`src/verilog/tci_defines.svh`:
```
// named constants for the cycle timing and interlock block
`ifndef TCI_DEFINES_SVH
`define TCI_DEFINES_SVH

// ==========================================================================
// widths and the pc register number
`define TCI_CNT_W        6
`define TCI_PC_REG       4'hf

// ==========================================================================
// cycle counts, all at counter width
`define TCI_ONE          6'h01
`define TCI_DP_BASE      6'h01
`define TCI_RSHIFT_CYC   6'h01
`define TCI_REFILL_CYC   6'h02
`define TCI_PC_LOAD_POST 6'h04
`define TCI_WORD_ILK     6'h01
`define TCI_ROT_ILK      6'h02
`define TCI_LDM1_POST    6'h01
`define TCI_STM1_POST    6'h01
`define TCI_LAST_ILK     6'h01
`define TCI_SWP_ACC      6'h02
`define TCI_SWP_ILK      6'h01
`define TCI_CDP_PRE      6'h01
`define TCI_MRC_USE_ILK  6'h01
`define TCI_MRC_PC_PRE   6'h02
`define TCI_MSR_FLAG_CYC 6'h01
`define TCI_MSR_FULL_CYC 6'h03
`define TCI_MUL32_BASE   6'h02
`define TCI_MULL_BASE    6'h03

// ==========================================================================
// early termination boundaries and counts
`define TCI_MT_B1        8
`define TCI_MT_B2        16
`define TCI_MT_B3        24
`define TCI_M1           3'h1
`define TCI_M2           3'h2
`define TCI_M3           3'h3
`define TCI_M4           3'h4

`endif

```
`src/verilog/tci_pkg.sv`:
```
// types shared by the cycle timing and interlock block
`include "tci_defines.svh"

package tci_pkg;

	// ======================================================================
	// instruction classes and bus cycle kinds
	typedef enum logic [3:0] {
		CLS_DATA_OP,
		CLS_SINGLE_LOAD,
		CLS_SINGLE_STORE,
		CLS_LOAD_MULTIPLE,
		CLS_STORE_MULTIPLE,
		CLS_ATOMIC_SWAP,
		CLS_COPROC_DATA_OP,
		CLS_COPROC_LOAD_STORE,
		CLS_CORE_TO_COPROC_MOVE,
		CLS_COPROC_TO_CORE_MOVE,
		CLS_STATUS_REG_WRITE,
		CLS_MULTIPLY_32,
		CLS_LONG_MULTIPLY
	} tci_class_e;

	typedef enum logic [1:0] {
		CYC_I,
		CYC_S,
		CYC_N,
		CYC_C
	} tci_cyc_e;

	typedef logic [`TCI_CNT_W-1:0] tci_cnt_t;

	// ======================================================================
	// whole state of the sequencer
	typedef struct packed {
		logic       active;
		logic       wait_cp;
		logic       first;
		tci_class_e cls;
		tci_cnt_t   idx;
		tci_cnt_t   pre;
		tci_cnt_t   acc;
		tci_cnt_t   post;
		tci_cnt_t   ilk_at;
		tci_cnt_t   ilk;
		logic       refill;
		tci_cyc_e   acc_first;
		tci_cyc_e   acc_rest;
		logic [15:0] rem;
		tci_cyc_e   ibus;
		tci_cyc_e   dbus;
		logic       stall;
		logic       xval;
		logic [3:0] xreg;
		logic       done;
	} tci_state_s;

	// index of the lowest set bit, zero for an empty mask
	function automatic logic [3:0] tci_lowest(input logic [15:0] mask);
		logic [3:0] r;
		r = 4'h0;
		for (int i = 15; i >= 0; i--)
		begin
			if (mask[i])
				r = 4'(i);
		end
		return r;
	endfunction : tci_lowest

endpackage : tci_pkg

```
`src/verilog/tci_mul_term.sv`:
```
// early termination count of the multiplier operand
`timescale 1ns/1ns
`include "tci_defines.svh"

module tci_mul_term (
	input  wire logic [31:0] operand_i,   // multiplier operand value
	input  wire logic        unsigned_i,  // unsigned long multiply
	output logic      [2:0]  m_o          // iterations, 1 to 4
);
	import tci_pkg::*;

	// signed forms accept all ones as well as all zeros
	function automatic logic top_same(input logic [31:0] v, input int lo, input logic uns);
		logic z;
		logic o;
		z = 1'b1;
		o = 1'b1;
		for (int i = 31; i >= 0; i--)
		begin
			if (i >= lo)
			begin
				z = z & ~v[i];
				o = o & v[i];
			end
		end
		return z | (o & ~uns);
	endfunction : top_same

	always_comb
	begin
		if (top_same(operand_i, `TCI_MT_B1, unsigned_i))
			m_o = `TCI_M1;
		else if (top_same(operand_i, `TCI_MT_B2, unsigned_i))
			m_o = `TCI_M2;
		else if (top_same(operand_i, `TCI_MT_B3, unsigned_i))
			m_o = `TCI_M3;
		else
			m_o = `TCI_M4;
	end

endmodule : tci_mul_term

```
`src/verilog/tci_reg_scan.sv`:
```
// register list scan: count of registers and highest one named
`timescale 1ns/1ns

module tci_reg_scan (
	input  wire logic [15:0] list_i,   // register list, bit per register
	output logic      [4:0]  count_o,  // number of registers named
	output logic      [3:0]  high_o    // highest register number named
);
	always_comb
	begin
		count_o = 5'h00;
		high_o  = 4'h0;
		for (int i = 0; i < 16; i++)
		begin
			if (list_i[i])
			begin
				count_o = 5'(count_o + 5'h01);
				high_o  = 4'(i);
			end
		end
	end

endmodule : tci_reg_scan

```
`src/verilog/tci_core.sv`:
```
// cycle timing and interlock sequencer for the five-stage core
`timescale 1ns/1ns
`include "tci_defines.svh"

module tci_core (
	input  wire logic                clk_i,          // core clock, 250 MHz
	input  wire logic                rst_b_i,        // asynchronous reset, active low
	input  wire logic                issue_valid_i,  // instruction offered to execute
	output logic                     issue_ready_o,  // instruction can be taken this cycle
	input  wire tci_pkg::tci_class_e iclass_i,       // instruction class
	input  wire logic                pc_dest_i,      // writes the program counter
	input  wire logic                reg_shift_i,    // shift amount from a register
	input  wire logic                subword_i,      // byte, halfword or unaligned load
	input  wire logic                flags_only_i,   // status write touches flags only
	input  wire logic                unsigned_i,     // unsigned long multiply
	input  wire logic                narrow_enc_i,   // 16-bit multiply encoding
	input  wire logic [31:0]         instr_i,        // instruction encoding
	input  wire logic [15:0]         reg_list_i,     // load/store multiple register list
	input  wire logic [4:0]          cp_words_i,     // coprocessor transfer words
	input  wire logic                next_uses_i,    // next instruction uses the result
	input  wire logic [15:0]         next_src_i,     // registers the next instruction reads
	input  wire logic                cp_busy_i,      // coprocessor busy-wait
	output logic      [3:0]          mul_rs_o,       // multiplier operand register
	input  wire logic [31:0]         mul_operand_i,  // value of that register
	output tci_pkg::tci_cyc_e        ibus_o,         // instruction bus cycle kind
	output tci_pkg::tci_cyc_e        dbus_o,         // data bus cycle kind
	output logic                     fetch_stall_o,  // interlock, fetches halted
	output logic                     xfer_valid_o,   // multiple transfer active
	output logic      [3:0]          xfer_reg_o,     // register of this transfer
	output logic                     done_o,         // final cycle of instruction
	output logic                     busy_o          // instruction in progress
);
	import tci_pkg::*;

	// ======================================================================
	// operand scans
	tci_state_s s_r;
	tci_state_s s_nxt;
	logic [2:0] m_val;
	logic [4:0] list_cnt;
	logic [3:0] list_high;
	tci_cnt_t   nregs;
	tci_cnt_t   mul_m;
	tci_cnt_t   len_c;
	tci_cnt_t   len_n;
	logic       accept;
	logic       cpw;
	logic       in_acc_c;
	logic       in_acc_n;
	logic       main_n;

	assign mul_rs_o = narrow_enc_i ? {1'b0, instr_i[2:0]} : instr_i[11:8];

	tci_mul_term u_mul_term (
		.operand_i  (mul_operand_i),
		.unsigned_i (unsigned_i & (iclass_i == CLS_LONG_MULTIPLY)),
		.m_o        (m_val)
	);

	tci_reg_scan u_reg_scan (
		.list_i  (reg_list_i),
		.count_o (list_cnt),
		.high_o  (list_high)
	);

	// an empty list cannot be issued; treat as one so lengths never reach zero
	assign nregs = (list_cnt == 5'h00) ? `TCI_ONE : tci_cnt_t'(list_cnt);
	assign mul_m = tci_cnt_t'(m_val);

	// ======================================================================
	// issue handshake
	// the next instruction enters during the final cycle; for a load multiple of two or more registers, pc not among them, a dependant
	// on the last register gets one interlock cycle after the final access
	assign issue_ready_o = !s_r.active || s_r.done;
	assign accept        = issue_valid_i && issue_ready_o;

	assign len_c    = tci_cnt_t'(s_r.pre + s_r.acc + s_r.post);
	assign in_acc_c = !s_r.wait_cp && (s_r.idx >= s_r.pre) &&
		(s_r.idx < tci_cnt_t'(s_r.pre + s_r.acc));

	// ======================================================================
	// sequencer
	always_comb
	begin
		s_nxt = s_r;
		cpw   = 1'b0;
		if (accept)
		begin
			s_nxt           = '0;
			s_nxt.active    = 1'b1;
			s_nxt.first     = 1'b1;
			s_nxt.cls       = iclass_i;
			s_nxt.rem       = reg_list_i;
			s_nxt.acc_first = CYC_N;
			s_nxt.acc_rest  = CYC_S;
			unique case (iclass_i)
				CLS_DATA_OP:
				begin
					s_nxt.pre = `TCI_DP_BASE;
					if (reg_shift_i)
						s_nxt.pre = tci_cnt_t'(s_nxt.pre + `TCI_RSHIFT_CYC);
					if (pc_dest_i)
						s_nxt.pre = tci_cnt_t'(s_nxt.pre + `TCI_REFILL_CYC);
					s_nxt.refill = pc_dest_i;
				end
				CLS_SINGLE_LOAD:
				begin
					s_nxt.acc = `TCI_ONE;
					if (pc_dest_i)
					begin
						s_nxt.post   = `TCI_PC_LOAD_POST;
						s_nxt.refill = 1'b1;
					end
					else if (next_uses_i)
					begin
						s_nxt.post   = subword_i ? `TCI_ROT_ILK : `TCI_WORD_ILK;
						s_nxt.ilk_at = `TCI_ONE;
						s_nxt.ilk    = s_nxt.post;
					end
				end
				CLS_SINGLE_STORE:
					s_nxt.acc = `TCI_ONE;
				CLS_LOAD_MULTIPLE:
				begin
					s_nxt.acc = nregs;
					if (reg_list_i[`TCI_PC_REG])
					begin
						s_nxt.post   = `TCI_PC_LOAD_POST;
						s_nxt.refill = 1'b1;
					end
					else if (nregs == `TCI_ONE)
					begin
						s_nxt.acc_first = CYC_S;
						s_nxt.post      = `TCI_LDM1_POST;
					end
					else if (next_src_i[list_high])
					begin
						s_nxt.post   = `TCI_LAST_ILK;
						s_nxt.ilk_at = nregs;
						s_nxt.ilk    = `TCI_LAST_ILK;
					end
				end
				CLS_STORE_MULTIPLE:
				begin
					s_nxt.acc = nregs;
					if (nregs == `TCI_ONE)
						s_nxt.post = `TCI_STM1_POST;
				end
				CLS_ATOMIC_SWAP:
				begin
					s_nxt.acc      = `TCI_SWP_ACC;
					s_nxt.acc_rest = CYC_N;
					if (next_uses_i)
					begin
						s_nxt.post   = `TCI_SWP_ILK;
						s_nxt.ilk_at = `TCI_SWP_ACC;
						s_nxt.ilk    = `TCI_SWP_ILK;
					end
				end
				CLS_COPROC_DATA_OP:
				begin
					cpw       = 1'b1;
					s_nxt.pre = `TCI_CDP_PRE;
				end
				CLS_COPROC_LOAD_STORE:
				begin
					cpw       = 1'b1;
					s_nxt.acc = (cp_words_i == 5'h00) ? `TCI_ONE : tci_cnt_t'(cp_words_i);
				end
				CLS_CORE_TO_COPROC_MOVE:
				begin
					cpw             = 1'b1;
					s_nxt.acc       = `TCI_ONE;
					s_nxt.acc_first = CYC_C;
				end
				CLS_COPROC_TO_CORE_MOVE:
				begin
					cpw             = 1'b1;
					s_nxt.acc       = `TCI_ONE;
					s_nxt.acc_first = CYC_C;
					if (pc_dest_i)
						s_nxt.pre = `TCI_MRC_PC_PRE;
					else if (next_uses_i)
						s_nxt.pre = `TCI_MRC_USE_ILK;
					s_nxt.ilk = s_nxt.pre;
				end
				CLS_STATUS_REG_WRITE:
					s_nxt.pre = flags_only_i ? `TCI_MSR_FLAG_CYC : `TCI_MSR_FULL_CYC;
				CLS_MULTIPLY_32:
					s_nxt.pre = tci_cnt_t'(`TCI_MUL32_BASE + mul_m);
				CLS_LONG_MULTIPLY:
					s_nxt.pre = tci_cnt_t'(`TCI_MULL_BASE + mul_m);
				// unused class codes run as a single internal cycle so the core never hangs
				default:
					s_nxt.pre = `TCI_ONE;
			endcase
			// b is the run of busy cycles from issue; each adds one I cycle
			s_nxt.wait_cp = cpw && cp_busy_i;
		end
		else if (s_r.active)
		begin
			s_nxt.first = 1'b0;
			if (s_r.wait_cp)
			begin
				if (!cp_busy_i)
					s_nxt.wait_cp = 1'b0;
			end
			else if (s_r.done)
				s_nxt.active = 1'b0;
			else
			begin
				s_nxt.idx = tci_cnt_t'(s_r.idx + `TCI_ONE);
				if (in_acc_c)
					s_nxt.rem = s_r.rem & ~(16'h0001 << tci_lowest(s_r.rem));
			end
		end

		// bus kinds for the cycle that the next state stands for
		len_n    = tci_cnt_t'(s_nxt.pre + s_nxt.acc + s_nxt.post);
		main_n   = s_nxt.active && !s_nxt.wait_cp;
		in_acc_n = main_n && (s_nxt.idx >= s_nxt.pre) &&
			(s_nxt.idx < tci_cnt_t'(s_nxt.pre + s_nxt.acc));
		if (in_acc_n)
			s_nxt.dbus = (s_nxt.idx == s_nxt.pre) ? s_nxt.acc_first : s_nxt.acc_rest;
		else
			s_nxt.dbus = CYC_I;
		if (s_nxt.active && s_nxt.first)
			s_nxt.ibus = CYC_S;
		else if (main_n && s_nxt.refill && s_nxt.idx == tci_cnt_t'(len_n - `TCI_REFILL_CYC))
			s_nxt.ibus = CYC_N;
		else if (main_n && s_nxt.refill && s_nxt.idx == tci_cnt_t'(len_n - `TCI_ONE))
			s_nxt.ibus = CYC_S;
		else
			s_nxt.ibus = CYC_I;
		s_nxt.stall = main_n && (s_nxt.idx >= s_nxt.ilk_at) &&
			(s_nxt.idx < tci_cnt_t'(s_nxt.ilk_at + s_nxt.ilk));
		s_nxt.xval  = in_acc_n &&
			(s_nxt.cls == CLS_LOAD_MULTIPLE || s_nxt.cls == CLS_STORE_MULTIPLE);
		s_nxt.xreg  = tci_lowest(s_nxt.rem);
		s_nxt.done  = main_n && (s_nxt.idx == tci_cnt_t'(len_n - `TCI_ONE));
	end

	always_ff @(posedge clk_i or negedge rst_b_i)
	begin
		if (!rst_b_i)
			s_r <= '0;
		else
			s_r <= s_nxt;
	end

	// ======================================================================
	// outputs
	assign ibus_o        = s_r.ibus;
	assign dbus_o        = s_r.dbus;
	assign fetch_stall_o = s_r.stall;
	assign xfer_valid_o  = s_r.xval;
	assign xfer_reg_o    = s_r.xreg;
	assign done_o        = s_r.done;
	assign busy_o        = s_r.active;

	// len_c is kept for readability of the access window
	logic unused_len;
	assign unused_len = |len_c;

endmodule : tci_core

```
`config.mk`:
```
export PLATFORM = sky130hd
export DESIGN_NAME = tci_core
export DESIGN_NICKNAME = d
export VERILOG_FILES = /design/src/verilog/tci_pkg.sv /design/src/verilog/tci_mul_term.sv /design/src/verilog/tci_reg_scan.sv /design/src/verilog/tci_core.sv
export VERILOG_INCLUDE_DIRS = /design/src /design/src/verilog
export SDC_FILE = /design/constraint.sdc
export NUM_CORES = 1
export LEC_CHECK = 0
export BUFFER_PORTS_ARGS = -buffer_cell sky130_fd_sc_hd__buf_2
export CAP_MARGIN = 15
export CORE_ASPECT_RATIO = 0.5
export CORE_MARGIN = 2
export CORE_UTILIZATION = 35
export DETAILED_ROUTE_END_ITERATION = 10
export SYNTH_ARGS = -nofsm -noshare
export SYNTH_HDL_FRONTEND = slang
export SYNTH_SLANG_ARGS = --single-unit
```
`constraint.sdc`:
```
create_clock -name clk_i -period 4.27 [get_ports clk_i]
set_input_delay 0 -clock clk_i [delete_from_list [all_inputs] [get_ports clk_i]]
set_output_delay 0 -clock clk_i [all_outputs]
set_load 0.05 [all_outputs]
```
==> flow_summary.ini <==
[run]
maxCapViolCount = 0

[final_layout]
utilization_pct = 52.54
fin_cells = 1660
design_area_sq_um = 12080
syn2layout_area_growth_pct = 46.26
nNetsFinal = 1544
drive_above_1_share_pct = 38.43
n_antenna_cell = 0

[timing]
hold_viol = 0
timing.final.ws_setup_ns = -5.676
rsz0062_at_grt = true
setup_violations = 21
finalSetupTns_ns = -82.32
period_minus_slack_ns = 9.946
relSlewSlack_pct = 35.44
drv_slew = 0
tightest_slew_ns = 0.9684
fmax_mhz = 100.5
finalCritPeriodShare_pct = 232.9
fin_skew_ns = 0.01042

[global_route]
antenna_found_initial = 0
grt_pass1_vias = 8565
grt_max_degree = 75
grt_overflow_total = 0
grt_pass1_wl_mm = 41.29
grt_util_all_layers_pct = 20.13

[die]
dieArea_sq_um = 24910
core-area_sq_um = 22980
row_count = 39
die_y_um = 112.6
ioPinCount = 133
die_x_um = 221.2
start_util_pct = 35.92

[place]
postPlaceCellArea_sq_um = 10940
port_buffers = 99
place_inst = 1615
hpwlAfterDp_mm = 19.69
finalWeightedCongestion = 0.9124

[cts]
cts_root_buffer = clkbuf_16
clk_latency_ns = 0.35
cts.sinks = 74
cts-buffers-inserted = 9
tritoncts = done
clockBufferDepth = 2
cts_max_level = 3
clkTransAtPathRegs_ns = 0.06

[worst_setup_path]
critical_path_class = in2reg
worst_ep_required_time_ns = 4.55
cp_max_fo = 4
critPathLaunchType = input pin
slowest_delay_ns = 0.43
endpoint_kind = flop
crit_slowest_cell = fa_2
worstPathArrival_ns = 10.22

[logic_synthesis]
synth_seq_area_share_pct = 22.43
syn_avg_cell_area_sq_um = 8.095
yosys.area.top_type = dfrtp_1
synthCells = 1020
synth_ff_type = dfrtp_1
synth_nets = 1216
netlist.area_leader.share_pct = 22.43
synth.area.top_cells = dfrtp_1, ha_1, xnor2_1, nand2_1, a21oi_1
ys_types = 85
ys_warn_count = 0
synthArstFlopShare_pct = 100.0
synth_edf_count = 0
ys_seq_elements = 74
synth.cell_area_sq_um = 8257

[outcome]
violations = negative setup slack
status = finished with violations

[power]
p_leak_nw = 5.845
power_mw = 9.461
ir_drop_mv = 0.3455
power.density_nw_per_um2 = 783.4

[route]
dr.pass1.iters = 5
via_count = 8612
routed_wl_mm = 25.67
avgViaCountPerCell = 5.188
detail-route-antenna-nets = 0
drt_drc_violations_left = 0
first_iter_violations = 375
routedWlPerCell_um = 15.47

[worst_hold_path]
min_path_type = in2reg
layer usage:
layer	share of wire, %	wire (um)	track usage (%)
met5	0	0	0
met4	1.9	486	5.951
met3	3.3	836	2.880
met2	50	12890	36.56
met1	45	11460	24.89
path summary, 6_finish.rpt:
path,start,endpoint,slack (ns),cells after the start
worst max-delay path,reg_list_i[1],done_o,-5.68,59
worst min-delay path,iclass_i[2],s_r[70],0.17,4
worst max register to register,done_o,done_o,-0.04,19
worst min register to register,s_r[31],s_r[31],0.47,2
max in group asynchronous,rst_b_i,ibus_o[0],3.29,2
min in group asynchronous,rst_b_i,xfer_reg_o[0],0.35,2
Yosys cell counts, types with 15 or more instances:
library cell  instances
a21o_1               26
a21oi_1              73
and2_1               15
clkbuf_1             28
dfrtp_1              74
ha_1                 76
inv_1                69
nand2_1              98
nand2b_1             24
nand3_1              34
nand4_1              16
nor2_1               76
nor3_1               19
o211ai_1             16
o21ai_0              39
o31ai_1              15
xnor2_1              54
xor2_1               24
stage by stage:
| step | hold slack, ns | worst slack (ns) |
|---|---|---|
| 6_report | 0.1700 | -5.676 |
| 3_5_place_dp | 0.2201 | -6.191 |
| 5_1_grt | 0.1916 | -6.253 |
| 3_3_place_gp | 0.1996 | -5.971 |
| 2_1_floorplan | -0.2956 | -5.704 |
| 4_1_cts | 0.1066 | -5.781 |
repair_timing:
action / CTS / global route
endpoints found under the setup margin: 23 / 25
buffers inserted: 16 / 18
resized for setup: 34 / 83
pin swaps: 45 / 55
hold buffers: 3 / 0
endpoints found under the hold margin: 76 / 0
state kept, by name, summed over array words and instances, names as in the netlist:
name,count
s_r,62
xfer_reg_o,4
dbus_o,2
ibus_o,2
busy_o,1
done_o,1
fetch_stall_o,1
xfer_valid_o,1
cells in the final DEF (no fill, tap or decap), types with 6 or more instances in the layout:
cell type / instances
buf_4: 252
buf_2: 96
nand2_1: 95
dfrtp_1: 74
nor2_1: 72
ha_1: 62
inv_1: 60
a21oi_1: 58
xnor2_1: 43
nand3_1: 32
o21ai_0: 31
a21o_1: 26
nand2b_1: 23
xor2_1: 21
o211ai_1: 16
nand4_1: 16
xnor2_2: 15
a21oi_2: 14
nor3_1: 13
o21bai_1: 13
and2_1: 13
nor4_1: 12
ha_4: 12
nor2b_1: 11
mux2i_1: 11
o31ai_1: 10
buf_6: 10
o21ai_1: 9
clkbuf_16: 9
inv_2: 8
and3_1: 7
a22o_1: 7
mux2_2: 7
a2111oi_0: 6
nor3_2: 6
a31oi_1: 6
worst max-delay path, delay by kind of cell:
family | cells | cell delay (ns)
buffers and inverters | 5 | 0.45
adder cells (fa/ha/maj) | 9 | 2.38
AND/OR/NAND/NOR | 15 | 2.19
XOR/XNOR | 6 | 0.93
AO/OA/AOI/OAI | 20 | 3.45
multiplexers | 4 | 0.82
logic make-up after synthesis:
kind of cell / Yosys count / synth area share (%)
AND/OR/NAND/NOR: 357 / 21.72
AO/OA/AOI/OAI: 271 / 22.08
buffers and inverters: 119 / 5.986
XOR/XNOR: 91 / 11.40
adder cells (fa/ha/maj): 81 / 12.61
flip-flops: 74 / 22.43
multiplexers: 27 / 3.788
report_power, final:
part / switching (mW) / internal [mW] / leakage, nW
sequential: 0.162 / 0.907 / 0.972
combinational: 3.67 / 3.95 / 4.73
clock: 0.316 / 0.455 / 0.147
cell type report:
class                   instances  area [sq um]
multi-input cells             827          6666
well taps                     307         384.1
repair buffers                365          2590
inverters                      71         289.0
flip-flops and latches         74          1852
fillers                      2082         10910
clock buffers                  10         229.0
clock inverters                 6         66.31
No activity file was read; power rests on OpenSTA's default activity.
